$ cat src/rtl/atp_pkg.sv
// Constants, register map and pattern encodings for the test-pattern block.
// Assumes one 200 MHz clock and registers written over the control port.
// Operation
// - Four-bit code picks the generated pattern
// - Any pattern replaces converter data downstream
// - Bit 4 or 5 resets PN generators
// - Patterns ignore analog input, need sample clock
// - Downconverter I carries A, Q carries B
// - Fourth downconverter: I only, bit 0 enables
// - Checkerboard alternates 0x1555 and 0x2AAA
// - Long PN: x^23+x^18+1, seed 0x3AFF
// - Short PN: x^9+x^5+1, seed 0x0092
// - Word toggle alternates 0x0000 and 0x3FFF
// - Repeat user mode cycles patterns one-four
// - Single user mode: four patterns, then zeros
// - Ramp increments by one, wraps at 2^14
// - Writing 0x81 to 0x00 returns link normal
// - Transport bit 5 enables raw sample test
// - Interface register: pattern [3:0], point [5:4]
// - Point 00 sample input, 01 PHY input
package atp_pkg;
    localparam int          ATP_W              = 14;
    localparam int          ATP_AW             = 12;
    // Register offsets
    localparam logic [11:0] ATP_OFS_SOFT_RESET = 12'h000;
    localparam logic [11:0] ATP_OFS_DNC0       = 12'h327;
    localparam logic [11:0] ATP_OFS_DNC1       = 12'h347;
    localparam logic [11:0] ATP_OFS_DNC2       = 12'h367;
    localparam logic [11:0] ATP_OFS_DNC3       = 12'h387;
    localparam logic [11:0] ATP_OFS_CONV       = 12'h550;
    localparam logic [11:0] ATP_OFS_USER_BASE  = 12'h551;
    localparam logic [11:0] ATP_OFS_TRANSPORT  = 12'h571;
    localparam logic [11:0] ATP_OFS_IFACE      = 12'h573;
    localparam logic [7:0]  ATP_REG_RESET      = 8'h00;
    localparam logic [7:0]  ATP_SOFT_RESET_CMD = 8'h81;
    // Field positions
    localparam int          ATP_SEL_LSB        = 0;
    localparam int          ATP_PN_LONG_RST    = 4;
    localparam int          ATP_PN_SHORT_RST   = 5;
    localparam int          ATP_USER_SINGLE    = 7;
    localparam int          ATP_DNC_I_BIT      = 0;
    localparam int          ATP_DNC_Q_BIT      = 2;
    localparam int          ATP_TRANSPORT_BIT  = 5;
    localparam int          ATP_IF_PAT_LSB     = 0;
    localparam int          ATP_IF_INS_LSB     = 4;
    // Pattern select codes
    localparam logic [3:0]  ATP_MODE_OFF       = 4'h0;
    localparam logic [3:0]  ATP_MODE_MID       = 4'h1;
    localparam logic [3:0]  ATP_MODE_POS       = 4'h2;
    localparam logic [3:0]  ATP_MODE_NEG       = 4'h3;
    localparam logic [3:0]  ATP_MODE_CHECK     = 4'h4;
    localparam logic [3:0]  ATP_MODE_PN_LONG   = 4'h5;
    localparam logic [3:0]  ATP_MODE_PN_SHORT  = 4'h6;
    localparam logic [3:0]  ATP_MODE_TOGGLE    = 4'h7;
    localparam logic [3:0]  ATP_MODE_USER      = 4'h8;
    localparam logic [3:0]  ATP_MODE_RAMP      = 4'hF;
    // Fixed words
    localparam logic [13:0] ATP_WORD_MID       = 14'h0000;
    localparam logic [13:0] ATP_WORD_POS       = 14'h1FFF;
    localparam logic [13:0] ATP_WORD_NEG       = 14'h2000;
    localparam logic [13:0] ATP_WORD_CHECK0    = 14'h1555;
    localparam logic [13:0] ATP_WORD_CHECK1    = 14'h2AAA;
    localparam logic [13:0] ATP_WORD_TOGGLE0   = 14'h0000;
    localparam logic [13:0] ATP_WORD_TOGGLE1   = 14'h3FFF;
    localparam logic [13:0] ATP_WORD_ZERO      = 14'h0000;
    // PN generators
    localparam int          ATP_PN_LONG_LEN    = 23;
    localparam int          ATP_PN_LONG_TAP    = 18;
    localparam logic [31:0] ATP_PN_LONG_SEED   = 32'h0000_3AFF;
    localparam int          ATP_PN_SHORT_LEN   = 9;
    localparam int          ATP_PN_SHORT_TAP   = 5;
    localparam logic [31:0] ATP_PN_SHORT_SEED  = 32'h0000_0092;
    // Interface insertion points
    localparam logic [1:0]  ATP_INS_SAMPLE     = 2'h0;
    localparam logic [1:0]  ATP_INS_PHY        = 2'h1;
endpackage : atp_pkg

$ cat src/rtl/atp_stream_if.sv
// Valid/ready word stream between the pattern logic and its buffer.
// Assumes both ends share one clock.
`timescale 1ns/1ps
interface atp_stream_if #(parameter int W = 28);
    logic         valid;
    logic         ready;
    logic [W-1:0] data;
    modport src (output valid, output data, input ready);
    modport snk (input valid, input data, output ready);
endinterface : atp_stream_if

$ cat src/rtl/atp_top.sv
// Converter test-pattern generator with link test-mode selection.
// Assumes registers are written over the control port on clk, and that
// adc_valid pulses once per converter sample (the encode clock).
`timescale 1ns/1ps
module atp_top
    import atp_pkg::*;
(
    input  wire logic              clk,
    input  wire logic              rst,
    input  wire logic              reg_wr_en,
    input  wire logic [ATP_AW-1:0] reg_addr,
    input  wire logic [7:0]        reg_wdata,
    output logic [7:0]             reg_rdata,
    input  wire logic              adc_valid,
    input  wire logic [ATP_W-1:0]  adc_a,
    input  wire logic [ATP_W-1:0]  adc_b,
    output logic                   adc_ready,
    output logic                   out_valid,
    input  wire logic              out_ready,
    output logic [ATP_W-1:0]       out_a,
    output logic [ATP_W-1:0]       out_b,
    output logic                   converter_disconnect,
    output logic [3:0]             dnc_i_pat_en,
    output logic [3:0]             dnc_q_pat_en,
    output logic                   transport_sample_test,
    output logic [3:0]             if_pattern_sel,
    output logic                   if_insert_sample,
    output logic                   if_insert_phy,
    output logic                   link_soft_reset
);
    localparam int NDNC  = 4;
    localparam int NUSER = 8;

    // Register storage
    logic [7:0] cfg0_reg;
    logic [7:0] conv_reg;
    logic [7:0] transport_reg;
    logic [7:0] iface_reg;
    logic [7:0] dnc_reg  [NDNC];
    logic [7:0] user_reg [NUSER];
    logic       soft_rst_reg;

    // Sequencer state
    logic             phase_reg;
    logic [1:0]       user_idx_reg;
    logic             user_done_reg;
    logic [ATP_W-1:0] ramp_reg;

    function automatic logic [ATP_AW-1:0] dnc_ofs(input int k);
        logic [ATP_AW-1:0] r;
        r = ATP_OFS_DNC0;
        case (k)
            1:       r = ATP_OFS_DNC1;
            2:       r = ATP_OFS_DNC2;
            3:       r = ATP_OFS_DNC3;
            default: r = ATP_OFS_DNC0;
        endcase
        return r;
    endfunction : dnc_ofs

    // Write decode
    logic wr_cfg0;
    logic wr_conv;
    logic wr_transport;
    logic wr_iface;
    logic soft_cmd;
    logic iface_blocked;
    assign wr_cfg0      = reg_wr_en && (reg_addr == ATP_OFS_SOFT_RESET);
    assign wr_conv      = reg_wr_en && (reg_addr == ATP_OFS_CONV);
    assign wr_transport = reg_wr_en && (reg_addr == ATP_OFS_TRANSPORT);
    assign wr_iface     = reg_wr_en && (reg_addr == ATP_OFS_IFACE);
    assign soft_cmd     = wr_cfg0 &&
                          ((reg_wdata & ATP_SOFT_RESET_CMD)
                           == ATP_SOFT_RESET_CMD);
    // Leaving an interface test mode is only possible through soft reset
    assign iface_blocked = (iface_reg != ATP_REG_RESET) &&
                           (reg_wdata == ATP_REG_RESET);

    // Soft-reset bits clear themselves one cycle after the write
    always_ff @(posedge clk) begin
        if (rst) begin
            cfg0_reg     <= ATP_REG_RESET;
            soft_rst_reg <= 1'b0;
        end else begin
            cfg0_reg     <= wr_cfg0 ? reg_wdata
                          : (cfg0_reg & ~ATP_SOFT_RESET_CMD);
            soft_rst_reg <= soft_cmd;
        end
    end

    always_ff @(posedge clk) begin
        if (rst) begin
            conv_reg <= ATP_REG_RESET;
        end else if (wr_conv) begin
            conv_reg <= reg_wdata;
        end
    end

    // Link test registers return to normal on soft reset
    always_ff @(posedge clk) begin
        if (rst || soft_cmd) begin
            transport_reg <= ATP_REG_RESET;
            iface_reg     <= ATP_REG_RESET;
        end else begin
            if (wr_transport) begin
                transport_reg <= reg_wdata;
            end
            if (wr_iface && !iface_blocked) begin
                iface_reg <= reg_wdata;
            end
        end
    end

    for (genvar k = 0; k < NDNC; k++) begin : g_dnc
        always_ff @(posedge clk) begin
            if (rst) begin
                dnc_reg[k] <= ATP_REG_RESET;
            end else if (reg_wr_en && reg_addr == dnc_ofs(k)) begin
                dnc_reg[k] <= reg_wdata;
            end
        end
    end

    // User patterns: odd offset low byte, next offset high byte
    for (genvar u = 0; u < NUSER; u++) begin : g_user
        always_ff @(posedge clk) begin
            if (rst) begin
                user_reg[u] <= ATP_REG_RESET;
            end else if (reg_wr_en && reg_addr ==
                         ATP_OFS_USER_BASE + ATP_AW'(u)) begin
                user_reg[u] <= reg_wdata;
            end
        end
    end

    // Register read-back, registered to keep the port glitch free
    logic [7:0] rd_mux;
    logic       rd_user;
    logic [2:0] rd_user_idx;
    assign rd_user     = (reg_addr >= ATP_OFS_USER_BASE) &&
                         (reg_addr < ATP_OFS_USER_BASE + ATP_AW'(NUSER));
    assign rd_user_idx = 3'(reg_addr - ATP_OFS_USER_BASE);
    assign rd_mux = (reg_addr == ATP_OFS_SOFT_RESET) ? cfg0_reg
                  : (reg_addr == ATP_OFS_DNC0)       ? dnc_reg[0]
                  : (reg_addr == ATP_OFS_DNC1)       ? dnc_reg[1]
                  : (reg_addr == ATP_OFS_DNC2)       ? dnc_reg[2]
                  : (reg_addr == ATP_OFS_DNC3)       ? dnc_reg[3]
                  : (reg_addr == ATP_OFS_CONV)       ? conv_reg
                  : (reg_addr == ATP_OFS_TRANSPORT)  ? transport_reg
                  : (reg_addr == ATP_OFS_IFACE)      ? iface_reg
                  : rd_user ? user_reg[rd_user_idx]
                  : ATP_REG_RESET;

    always_ff @(posedge clk) begin
        if (rst) begin
            reg_rdata <= ATP_REG_RESET;
        end else begin
            reg_rdata <= rd_mux;
        end
    end

    // Mode decode and sample acceptance
    logic [3:0] mode;
    logic       active;
    logic       single;
    logic       fire;
    logic       restart;
    logic       pn_hold;
    logic       in_ready;
    assign mode    = conv_reg[ATP_SEL_LSB +: 4];
    assign active  = (mode != ATP_MODE_OFF);
    assign single  = conv_reg[ATP_USER_SINGLE];
    // No sample strobe, no advance: generation needs the encode clock
    assign fire    = adc_valid && in_ready;
    assign restart = wr_conv;
    assign pn_hold = conv_reg[ATP_PN_LONG_RST] ||
                     conv_reg[ATP_PN_SHORT_RST] || wr_conv;

    logic [ATP_W-1:0] pn_long_word;
    logic [ATP_W-1:0] pn_short_word;

    atp_pn_gen #(
        .LEN  (ATP_PN_LONG_LEN),
        .TAP  (ATP_PN_LONG_TAP),
        .SEED (ATP_PN_LONG_SEED),
        .W    (ATP_W)
    ) u_pn_long (
        .clk     (clk),
        .rst     (rst),
        .hold    (pn_hold),
        .advance (fire && mode == ATP_MODE_PN_LONG),
        .word    (pn_long_word)
    );

    atp_pn_gen #(
        .LEN  (ATP_PN_SHORT_LEN),
        .TAP  (ATP_PN_SHORT_TAP),
        .SEED (ATP_PN_SHORT_SEED),
        .W    (ATP_W)
    ) u_pn_short (
        .clk     (clk),
        .rst     (rst),
        .hold    (pn_hold),
        .advance (fire && mode == ATP_MODE_PN_SHORT),
        .word    (pn_short_word)
    );

    // Sequencers restart on any select write so each pattern opens clean
    always_ff @(posedge clk) begin
        if (rst || restart) begin
            phase_reg     <= 1'b0;
            user_idx_reg  <= 2'h0;
            user_done_reg <= 1'b0;
            ramp_reg      <= '0;
        end else if (fire) begin
            phase_reg     <= ~phase_reg;
            ramp_reg      <= ramp_reg + 14'h0001;
            user_idx_reg  <= user_idx_reg + 2'h1;
            if (user_idx_reg == 2'h3 && single) begin
                user_done_reg <= 1'b1;
            end
        end
    end

    // Current user word: bits 15..2 of the 16-bit pattern
    logic [15:0] user_pat;
    assign user_pat = {user_reg[{user_idx_reg, 1'b1}],
                       user_reg[{user_idx_reg, 1'b0}]};

    function automatic logic [ATP_W-1:0] pick(
        input logic [3:0]       m,
        input logic             ph,
        input logic             done,
        input logic [ATP_W-1:0] usr,
        input logic [ATP_W-1:0] pnl,
        input logic [ATP_W-1:0] pns,
        input logic [ATP_W-1:0] rmp
    );
        logic [ATP_W-1:0] w;
        w = ATP_WORD_ZERO;
        unique case (m)
            ATP_MODE_MID:      w = ATP_WORD_MID;
            ATP_MODE_POS:      w = ATP_WORD_POS;
            ATP_MODE_NEG:      w = ATP_WORD_NEG;
            ATP_MODE_CHECK:    w = ph ? ATP_WORD_CHECK1 : ATP_WORD_CHECK0;
            ATP_MODE_PN_LONG:  w = pnl;
            ATP_MODE_PN_SHORT: w = pns;
            ATP_MODE_TOGGLE:   w = ph ? ATP_WORD_TOGGLE1 : ATP_WORD_TOGGLE0;
            ATP_MODE_USER:     w = done ? ATP_WORD_ZERO : usr;
            ATP_MODE_RAMP:     w = rmp;
            default:           w = ATP_WORD_ZERO;
        endcase
        return w;
    endfunction : pick

    logic [ATP_W-1:0] gen_word;
    assign gen_word = pick(mode, phase_reg, user_done_reg,
                           user_pat[15:2], pn_long_word, pn_short_word,
                           ramp_reg);

    // Analog data is ignored whenever a pattern is selected
    logic [ATP_W-1:0] path_a;
    logic [ATP_W-1:0] path_b;
    assign path_a = active ? gen_word : adc_a;
    assign path_b = active ? gen_word : adc_b;

    atp_stream_if #(.W(2 * ATP_W)) s_in ();
    atp_stream_if #(.W(2 * ATP_W)) s_out ();

    assign s_in.valid  = adc_valid;
    assign s_in.data   = {path_a, path_b};
    assign in_ready    = s_in.ready;
    assign adc_ready   = s_in.ready;
    assign s_out.ready = out_ready;
    assign out_valid   = s_out.valid;
    assign out_a       = s_out.data[2*ATP_W-1:ATP_W];
    assign out_b       = s_out.data[ATP_W-1:0];

    atp_skid_buf #(
        .W     (2 * ATP_W),
        .DEPTH (2)
    ) u_buf (
        .clk   (clk),
        .rst   (rst),
        .in_s  (s_in),
        .out_s (s_out)
    );

    // Downconverter test steering: I takes channel A, Q takes channel B
    for (genvar k = 0; k < NDNC; k++) begin : g_dnc_en
        assign dnc_i_pat_en[k] = active &&
                                 dnc_reg[k][ATP_DNC_I_BIT];
        if (k == NDNC - 1) begin : g_last
            assign dnc_q_pat_en[k] = 1'b0;
        end else begin : g_other
            assign dnc_q_pat_en[k] = active &&
                                     dnc_reg[k][ATP_DNC_Q_BIT];
        end
    end

    // Link test selections
    assign converter_disconnect  = active;
    assign transport_sample_test =
               transport_reg[ATP_TRANSPORT_BIT];
    assign if_pattern_sel   = iface_reg[ATP_IF_PAT_LSB +: 4];
    assign if_insert_sample = (iface_reg[ATP_IF_INS_LSB +: 2]
                               == ATP_INS_SAMPLE);
    assign if_insert_phy    = (iface_reg[ATP_IF_INS_LSB +: 2]
                               == ATP_INS_PHY);
    assign link_soft_reset  = soft_rst_reg;
endmodule : atp_top

$ cat src/rtl/atp_pn_gen.sv
// Fibonacci LFSR that yields W fresh bits per advance, MSB first.
// Assumes hold and advance are synchronous single-clock controls.
`timescale 1ns/1ps
module atp_pn_gen
    import atp_pkg::*;
#(
    parameter int          LEN  = ATP_PN_SHORT_LEN,
    parameter int          TAP  = ATP_PN_SHORT_TAP,
    parameter logic [31:0] SEED = ATP_PN_SHORT_SEED,
    parameter int          W    = ATP_W
) (
    input  wire logic         clk,
    input  wire logic         rst,
    input  wire logic         hold,
    input  wire logic         advance,
    output logic [W-1:0]      word
);
    if (LEN > 32 || TAP >= LEN || TAP < 1 || W < 1) begin : g_chk
        $error("atp_pn_gen: unsupported LEN/TAP/W");
    end

    logic [LEN-1:0] state_reg;
    logic [LEN-1:0] state_next;
    logic [W-1:0]   word_next;

    // Unroll W shifts so the word is ready before the sample is taken
    always_comb begin
        state_next = state_reg;
        word_next  = '0;
        for (int i = 0; i < W; i++) begin
            word_next  = {word_next[W-2:0], state_next[0]};
            state_next = {state_next[0] ^ state_next[LEN-TAP],
                          state_next[LEN-1:1]};
        end
    end

    assign word = word_next;

    // Hold forces the seed back so the sequence restarts cleanly
    always_ff @(posedge clk) begin
        if (rst || hold) begin
            state_reg <= SEED[LEN-1:0];
        end else if (advance) begin
            state_reg <= state_next;
        end
    end
endmodule : atp_pn_gen

$ cat src/rtl/atp_skid_buf.sv
// Two-entry buffer; a receiver stall backs up into the sample source.
// Assumes a single clock; entries are flip-flops indexed by pointer.
`timescale 1ns/1ps
module atp_skid_buf #(
    parameter int W     = 28,
    parameter int DEPTH = 2
) (
    input  wire logic clk,
    input  wire logic rst,
    atp_stream_if.snk in_s,
    atp_stream_if.src out_s
);
    if (DEPTH != 2 || W < 1) begin : g_chk
        $error("atp_skid_buf: only two entries supported");
    end

    logic [W-1:0] mem_reg [DEPTH];
    logic         wr_ptr_reg;
    logic         rd_ptr_reg;
    logic [1:0]   count_reg;
    logic         push;
    logic         pop;

    // Honest full and empty from the occupancy count
    assign in_s.ready  = (count_reg != 2'h2);
    assign out_s.valid = (count_reg != 2'h0);
    assign out_s.data  = mem_reg[rd_ptr_reg];
    assign push        = in_s.valid && in_s.ready;
    assign pop         = out_s.valid && out_s.ready;

    always_ff @(posedge clk) begin
        if (push) begin
            mem_reg[wr_ptr_reg] <= in_s.data;
        end
    end

    always_ff @(posedge clk) begin
        if (rst) begin
            wr_ptr_reg <= 1'b0;
            rd_ptr_reg <= 1'b0;
            count_reg  <= 2'h0;
        end else begin
            wr_ptr_reg <= wr_ptr_reg ^ push;
            rd_ptr_reg <= rd_ptr_reg ^ pop;
            count_reg  <= count_reg + {1'b0, push} - {1'b0, pop};
        end
    end
endmodule : atp_skid_buf

$ cat config.mk
export PLATFORM = sky130hd
export DESIGN_NAME = atp_top
export DESIGN_NICKNAME = d
export VERILOG_FILES = /design/src/rtl/atp_pkg.sv /design/src/rtl/atp_stream_if.sv /design/src/rtl/atp_top.sv /design/src/rtl/atp_pn_gen.sv /design/src/rtl/atp_skid_buf.sv
export SDC_FILE = /design/constraint.sdc
export NUM_CORES = 1
export LEC_CHECK = 0
export BUFFER_PORTS_ARGS = -buffer_cell sky130_fd_sc_hd__buf_2
export CAP_MARGIN = 20
export CORE_AREA = 5 5 147 149
export CTS_BUF_LIST = sky130_fd_sc_hd__clkbuf_4 sky130_fd_sc_hd__clkbuf_8
export CTS_CLUSTER_DIAMETER = 40
export DETAILED_ROUTE_END_ITERATION = 7
export DIE_AREA = 0 0 152 154
export GPL_ROUTABILITY_DRIVEN = 0
export PLACE_DENSITY = 0.85
export SLEW_MARGIN = 20
export SYNTH_ARGS = -nofsm -noshare
export SYNTH_HDL_FRONTEND = slang
export SYNTH_SLANG_ARGS = --single-unit
$ cat constraint.sdc
create_clock -name clk -period 2.8 [get_ports clk]
set_input_delay 0.14 -clock clk [delete_from_list [all_inputs] [get_ports clk]]
set_output_delay 0.14 -clock clk [all_outputs]
set_load 0.05 [all_outputs]
Word-level counts from Yosys, hierarchy flattened
Memory sizes are Yosys's and may differ from the RTL's. A register that Yosys moved wholly into a read port is not among the register bits. Cells that the tools add are included.

Output and inout port bits: 55. Memories kept: 3. Input bits: 53. Logic and storage cells: 215. RAM bits: 152. Register bits after elaboration: 95.

Memory list: user_reg (depth 8, bits a word 8, read ports 3, clocked after Yosys merged registers in 2, wr ports 8, line atp_top.sv:40) `logic [7:0] user_reg [NUSER];`; u_buf.mem_reg (depth 2, bits a word 28, read ports 1, clocked after Yosys merged registers in 1, wr ports 1, line atp_skid_buf.sv:17) `logic [W-1:0] mem_reg [DEPTH];`; dnc_reg (depth 4, bits a word 8, read ports 4, clocked after Yosys merged registers in 0, wr ports 4, line atp_top.sv:39) `logic [7:0] dnc_reg [NDNC];`.

Muxes and demuxes: 72. Magnitude comparators: 2. Reduce and logical (&&, ||, !) cells: 46. Bitwise gates (word level): 44. Equal/unequal tests: 27. Add/sub/neg operators: 5.

Operators with widths (number): 8-bit 2-to-1 mux (21); 12-bit by 11-bit equality test with 1-bit output, second input constant (11); 14-bit one-hot mux with 8 select lines (1); 14-bit 2-to-1 mux (5); 12-bit by 10-bit equality test with 1-bit output, second input constant (4); 1-bit 2-to-1 mux (41); 1-bit logical AND (32); 1-bit XOR (30); 4-bit by 3-bit equality test with 1-bit output, second input constant (4); 14-bit by 1-bit adder with 14-bit output, second input constant (1); 12-bit by 11-bit >= comparator with 1-bit output, second input constant (1); 12-bit zero test (1); 12-bit by 11-bit < comparator with 1-bit output, second input constant (1); 3-bit 2-to-1 mux (4); 1-bit bitwise OR (12); 4-bit by 2-bit equality test with 1-bit output, second input constant (2); 4-bit equality test, second input constant (2); 8-bit zero test (1); 8-bit nonzero test (1); 1-bit logical OR (5); 2-bit equality test, second input constant (2); 4-bit nonzero test (1); 3-bit by 1-bit subtractor with 3-bit output, second input constant (1); 2-bit by 1-bit adder with 2-bit output (1); other kinds (10) (11).

Depth between registers and ports, before layout
Depth after elaboration: 11. Depth in mapped cells: 12. Gate-level depth less buffers: 8.

Cells and area by module
From an unflattened synthesis, not the netlist that was laid out.

Cells, all modules: 1116. Area, all modules: 12253.0 um^2.

Modules (own cells, without submodules): atp_top (instances 1, cells each 854, area an instance 8521.9 um^2); atp_skid_buf (instances 1, cells each 114, area an instance 2250.9 um^2); atp_pn_gen at u_pn_long (instances 1, cells each 91, area an instance 972.2 um^2); atp_pn_gen at u_pn_short (instances 1, cells each 57, area an instance 508.0 um^2).

Least setup slack after synthesis
Ideal clock, no wire load.

Path kind: register -> register. From: reg u_buf.count_reg[0]. To: mem u_buf.mem_reg[0][0], enable pin. Stages on the path, launching flop included: 6. Data required time: 2.412 ns. Period minus slack after synthesis: 2.636 ns. Path slack: 0.164 ns. Data arrival time: 2.248 ns. Path buffers: 1. Path through: dfxtp_1 -> nand2b_1 -> nand2_1 -> inv_1 -> clkbuf_1 -> ha_1.

Word-level cells in the longest chain between the ends: 4.

Ends and longest elaborated chain: start, declared (line atp_skid_buf.sv:20) `logic [1:0] count_reg;`; start signal, assigned (line atp_skid_buf.sv:45) `count_reg <= count_reg + {1'b0, push} - {1'b0, pop};`; 2-bit != test (line atp_skid_buf.sv:25) `assign in_s.ready = (count_reg != 2'h2);`; named net adc_ready (line atp_top.sv:17) `output logic adc_ready,`; 1-bit logical AND; named net fire (line atp_top.sv:166) `logic fire;`; 1-bit 2-to-1 mux (line atp_skid_buf.sv:32) `if (push) begin`; 1-bit 2-to-1 mux (implied by the code) (line atp_skid_buf.sv:33) `mem_reg[wr_ptr_reg] <= in_s.data;`; end, declared (line atp_skid_buf.sv:17).

The timed path passes the listed nets, and every way through them passes these cells.

Worst setup path after layout
From: reg conv_reg[1]. To: mem u_buf.mem_reg[1][5] (data pin).

Word-level cells in the longest chain between the ends: 3. Elaborated cells on any way between the ends: 11. Those cells by class: eq/ne: 8; mux: 2; reduce/logical: 1.

Ends and longest elaborated chain: start, declared (line atp_top.sv:36) `logic [7:0] conv_reg;`; start signal, assigned (line atp_top.sv:95) `conv_reg <= reg_wdata;`; 4-bit equality test (tied with other cells) (line atp_top.sv:241) `unique case (m)`; 14-bit one-hot mux with 8 select lines (line atp_top.sv:241); 14-bit 2-to-1 mux (*) (line atp_top.sv:265) `assign path_b = active ? gen_word : adc_b;`; named net path_b[5] (line atp_top.sv:263) `logic [ATP_W-1:0] path_b;`.

The timed path passes the listed nets; every way through them passes the cells marked *.

==> impl_results.md <==
* Outcome: finished clean
* Die Ht at 154 µm
* Pin count of the biggest net entering global routing at 37
* CP required at 3.04 ns
* Post-synth EDFFs at 152
* Most frequent cells after synthesis: 152 x edfxtp_1, 127 x nand2_1, 97 x dfxtp_1
* RSZ-0062 raised after global routing: no
* Hold_buf cts at 31
* Least-Margin Pin Slew at 1.085 ns
* Core Util, Final at 70.82%
* Largest family of logic cells by synthesized area: simple AND/OR/NAND/NOR gates
* Post-synthesis mux area share at 11.34%
* Maximum VDD drop at 0.4032 mV
* Place WS at 0.3361 ns
* Post-synth top area cell: edfxtp_1
* HP Class: in2reg
* Cells after Synth at 1079
* XOR/XNOR Fraction of Synth Area at 3.720%
* Clock Skew at 0.03417 ns
* I/O pin count at 108
* Pleak at 5.657 nW
* Clock Tree Buf Depth at 3
* Total track usage at 27.92%
* DR pass1 iterations at 6
* Max-Cap Viols at 0
* CTS Root Buffer Type: clkbuf_8
* Sequential element share of the synthesized area at 53.14%
* Total grt overflow at 0
* Sum of negative setup slack at 0 ns
* Pins Over Slew Limit at 0
* Share of post-route cells with drive strength above 1 at 24.11%
* First-pass GRT wire length at 51980 µm
* Antenna cell count at 0
* Total CTS buffers at 42
* Sw power at 2.890 mW
* Core region area at 0.02004 mm²
* Syn avg cell area at 11.35 µm²
* Std-Cell Rows at 52
* Crit share post-route at 89.52%
* Post-synth net total at 1142
* Synth area leaders: edfxtp_1 37%, dfxtp_1 16%, mux4_2 5.5%
* Crit start category: register
* Detailed-route DRC error count at 0
* Commonest register cell after synthesis: edfxtp_1
* Top-area cell type share of the netlist area at 37.28%
* Compound-Gate Fraction of Synth Area at 8.737%
* Number of buffers added on ports at 106
* Max_slew headroom at 27.25%
* Hold Vio Cnt, Final at 0
* Simple-gate share of the synthesized area at 18.03%
* Clock Latency Late Sink at 0.56 ns
* Distinct cells, synth at 75
* Adder-Cell Fraction of Synth Area at 1.022%
* Sequential power share at 43.8%
* Post-route setup slack at 0.2935 ns
* Die width at 152 µm
* Sw Ratio at 29.49%
* Antenna-violating nets left at 0
* Combinational power share at 19.4%
* Number of fill cells in the layout at 1378
* Cell Area, Synth at 0.01224 mm²
* Largest register FFs at 64
* Starting DRC count in detailed routing at 1327
* CTS tree: yes
* WL final at 33140 µm
* Initial antenna violation count at 0
* H-tree level count at 2
* Count of final setup violators at 0
* Flops & latches, synth at 249
* Crit end category: register
* Area growth syn-to-layout at 15.90%
* Via density at 6.286
* WP data arrival at 2.75 ns
* Pint at 6.909 mW
* Avg WL per Cell at 22.00 µm
* Vias at 9467
* WS Path Type: reg2reg
* Number of cells upsized or downsized after cts at 0
* Crit Path Max Fanout at 16
* Most frequent cell after synthesis: edfxtp_1
* Area of the multi-input gates at 0.005271 mm²
* TritonCTS Sinks at 249
* Nets at 1265
* Fin crit period at 2.507 ns
* Die Area at 0.02341 mm²
* Final hold slack at 0.04150 ns
* Async SR Flop Fraction at 0%
* DP HPWL at 21910 µm
* Post-CTS Setup Inserts at 0
* Sequential cell area at 0.006506 mm²
* Worst-path clk slew at 0.06 ns
* Max Clock Freq at 399.0 MHz
* Vias in the first global route at 9419
* Clk pwr share at 36.9%
* Initial core utilization at 61.10%
* Power density cells at 690.6 mW/mm²
* YS warnings at 0
-- kinds of logic (layout without fill, tap and decap cells) --
group,after synthesis,count (layout)
compound gates,140,140
xor+xnor,52,52
fa+ha+maj,10,10
buf+inv,110,267
flops,249,249
mux,96,96
other cells,1,1
simple gates,421,421
-- final timing paths --
kind	from	end	slack (ns)	cells after the start
hold reg to reg	u_pn_long.state_reg[22]	u_pn_long.state_reg[8]	0.45	2
setup / recovery	conv_reg[1]	u_buf.mem_reg[1][5]	0.29	6
hold / removal	reg_wdata[6]	cfg0_reg[6]	0.04	3
setup reg to reg	conv_reg[1]	u_buf.mem_reg[1][5]	0.29	6
-- layout make-up --
cell class | instances | share of cell area (%)
Timing Repair Buffer | 163 | 7.300
Sequential cell | 249 | 45.85
Multi-Input combinational cell | 720 | 37.15
Inverter | 26 | 0.6877
Tap cell | 270 | 2.381
Clock buffer | 58 | 4.964
Clock inverter | 20 | 1.675
-- per-stage QoR --
stage               cells  area, µm²  power (mW)
floorplan            1079      12240       5.683
detailed placement   1397      12940       6.176
global placement     1397      12940       6.126
global route         1506      14190       10.13
finish               1506      14190       9.800
CTS                  1506      14190       9.782
-- cells in the final DEF (no fill, tap or decap), types with 30 or more instances in the layout --
cell type | netlist | layout
and2_1 | 63 | 63
nor2_1 | 82 | 82
buf_2 | 19 | 106
mux2_2 | 42 | 42
dfxtp_1 | 97 | 97
xnor2_1 | 33 | 33
and3_1 | 57 | 57
dlygate4sd3_1 | 0 | 31
clkbuf_8 | 0 | 43
edfxtp_1 | 152 | 152
nand2_1 | 127 | 127
mux4_2 | 30 | 30
-- worst max-delay path, cell delays in order, from the launching register on --
cell	delay, ns
dfxtp_1	0.72
nor4bb_2	0.13
buf_4	0.22
a222oi_1	0.45
inv_1	0.08
a211oi_1	0.43
nand2_1	0.15
-- metal layers --
metal / track usage [%] / share of wire, % / wire length (µm) / vias to the layer above
met1: 35.98 / 37 / 12270 / 4527
met4: 12.24 / 4.2 / 1406 / 0
met3: 6.043 / 11 / 3536 / 115
met5: 0 / 0 / 0 / -
met2: 45.83 / 48 / 15920 / 642
li1: - / - / - / 4183
-- power by group through the flow --
stage	Combinational [mW]	Clock (mW)	Sequential, mW
final	1.90	3.61	4.29
after global routing	1.99	3.83	4.31
after CTS	1.87	3.63	4.28
after detailed placement	1.82	0	4.36
after global placement	1.79	0	4.34
after floorplan	1.39	0	4.29
(Power assumes the default switching activity.)
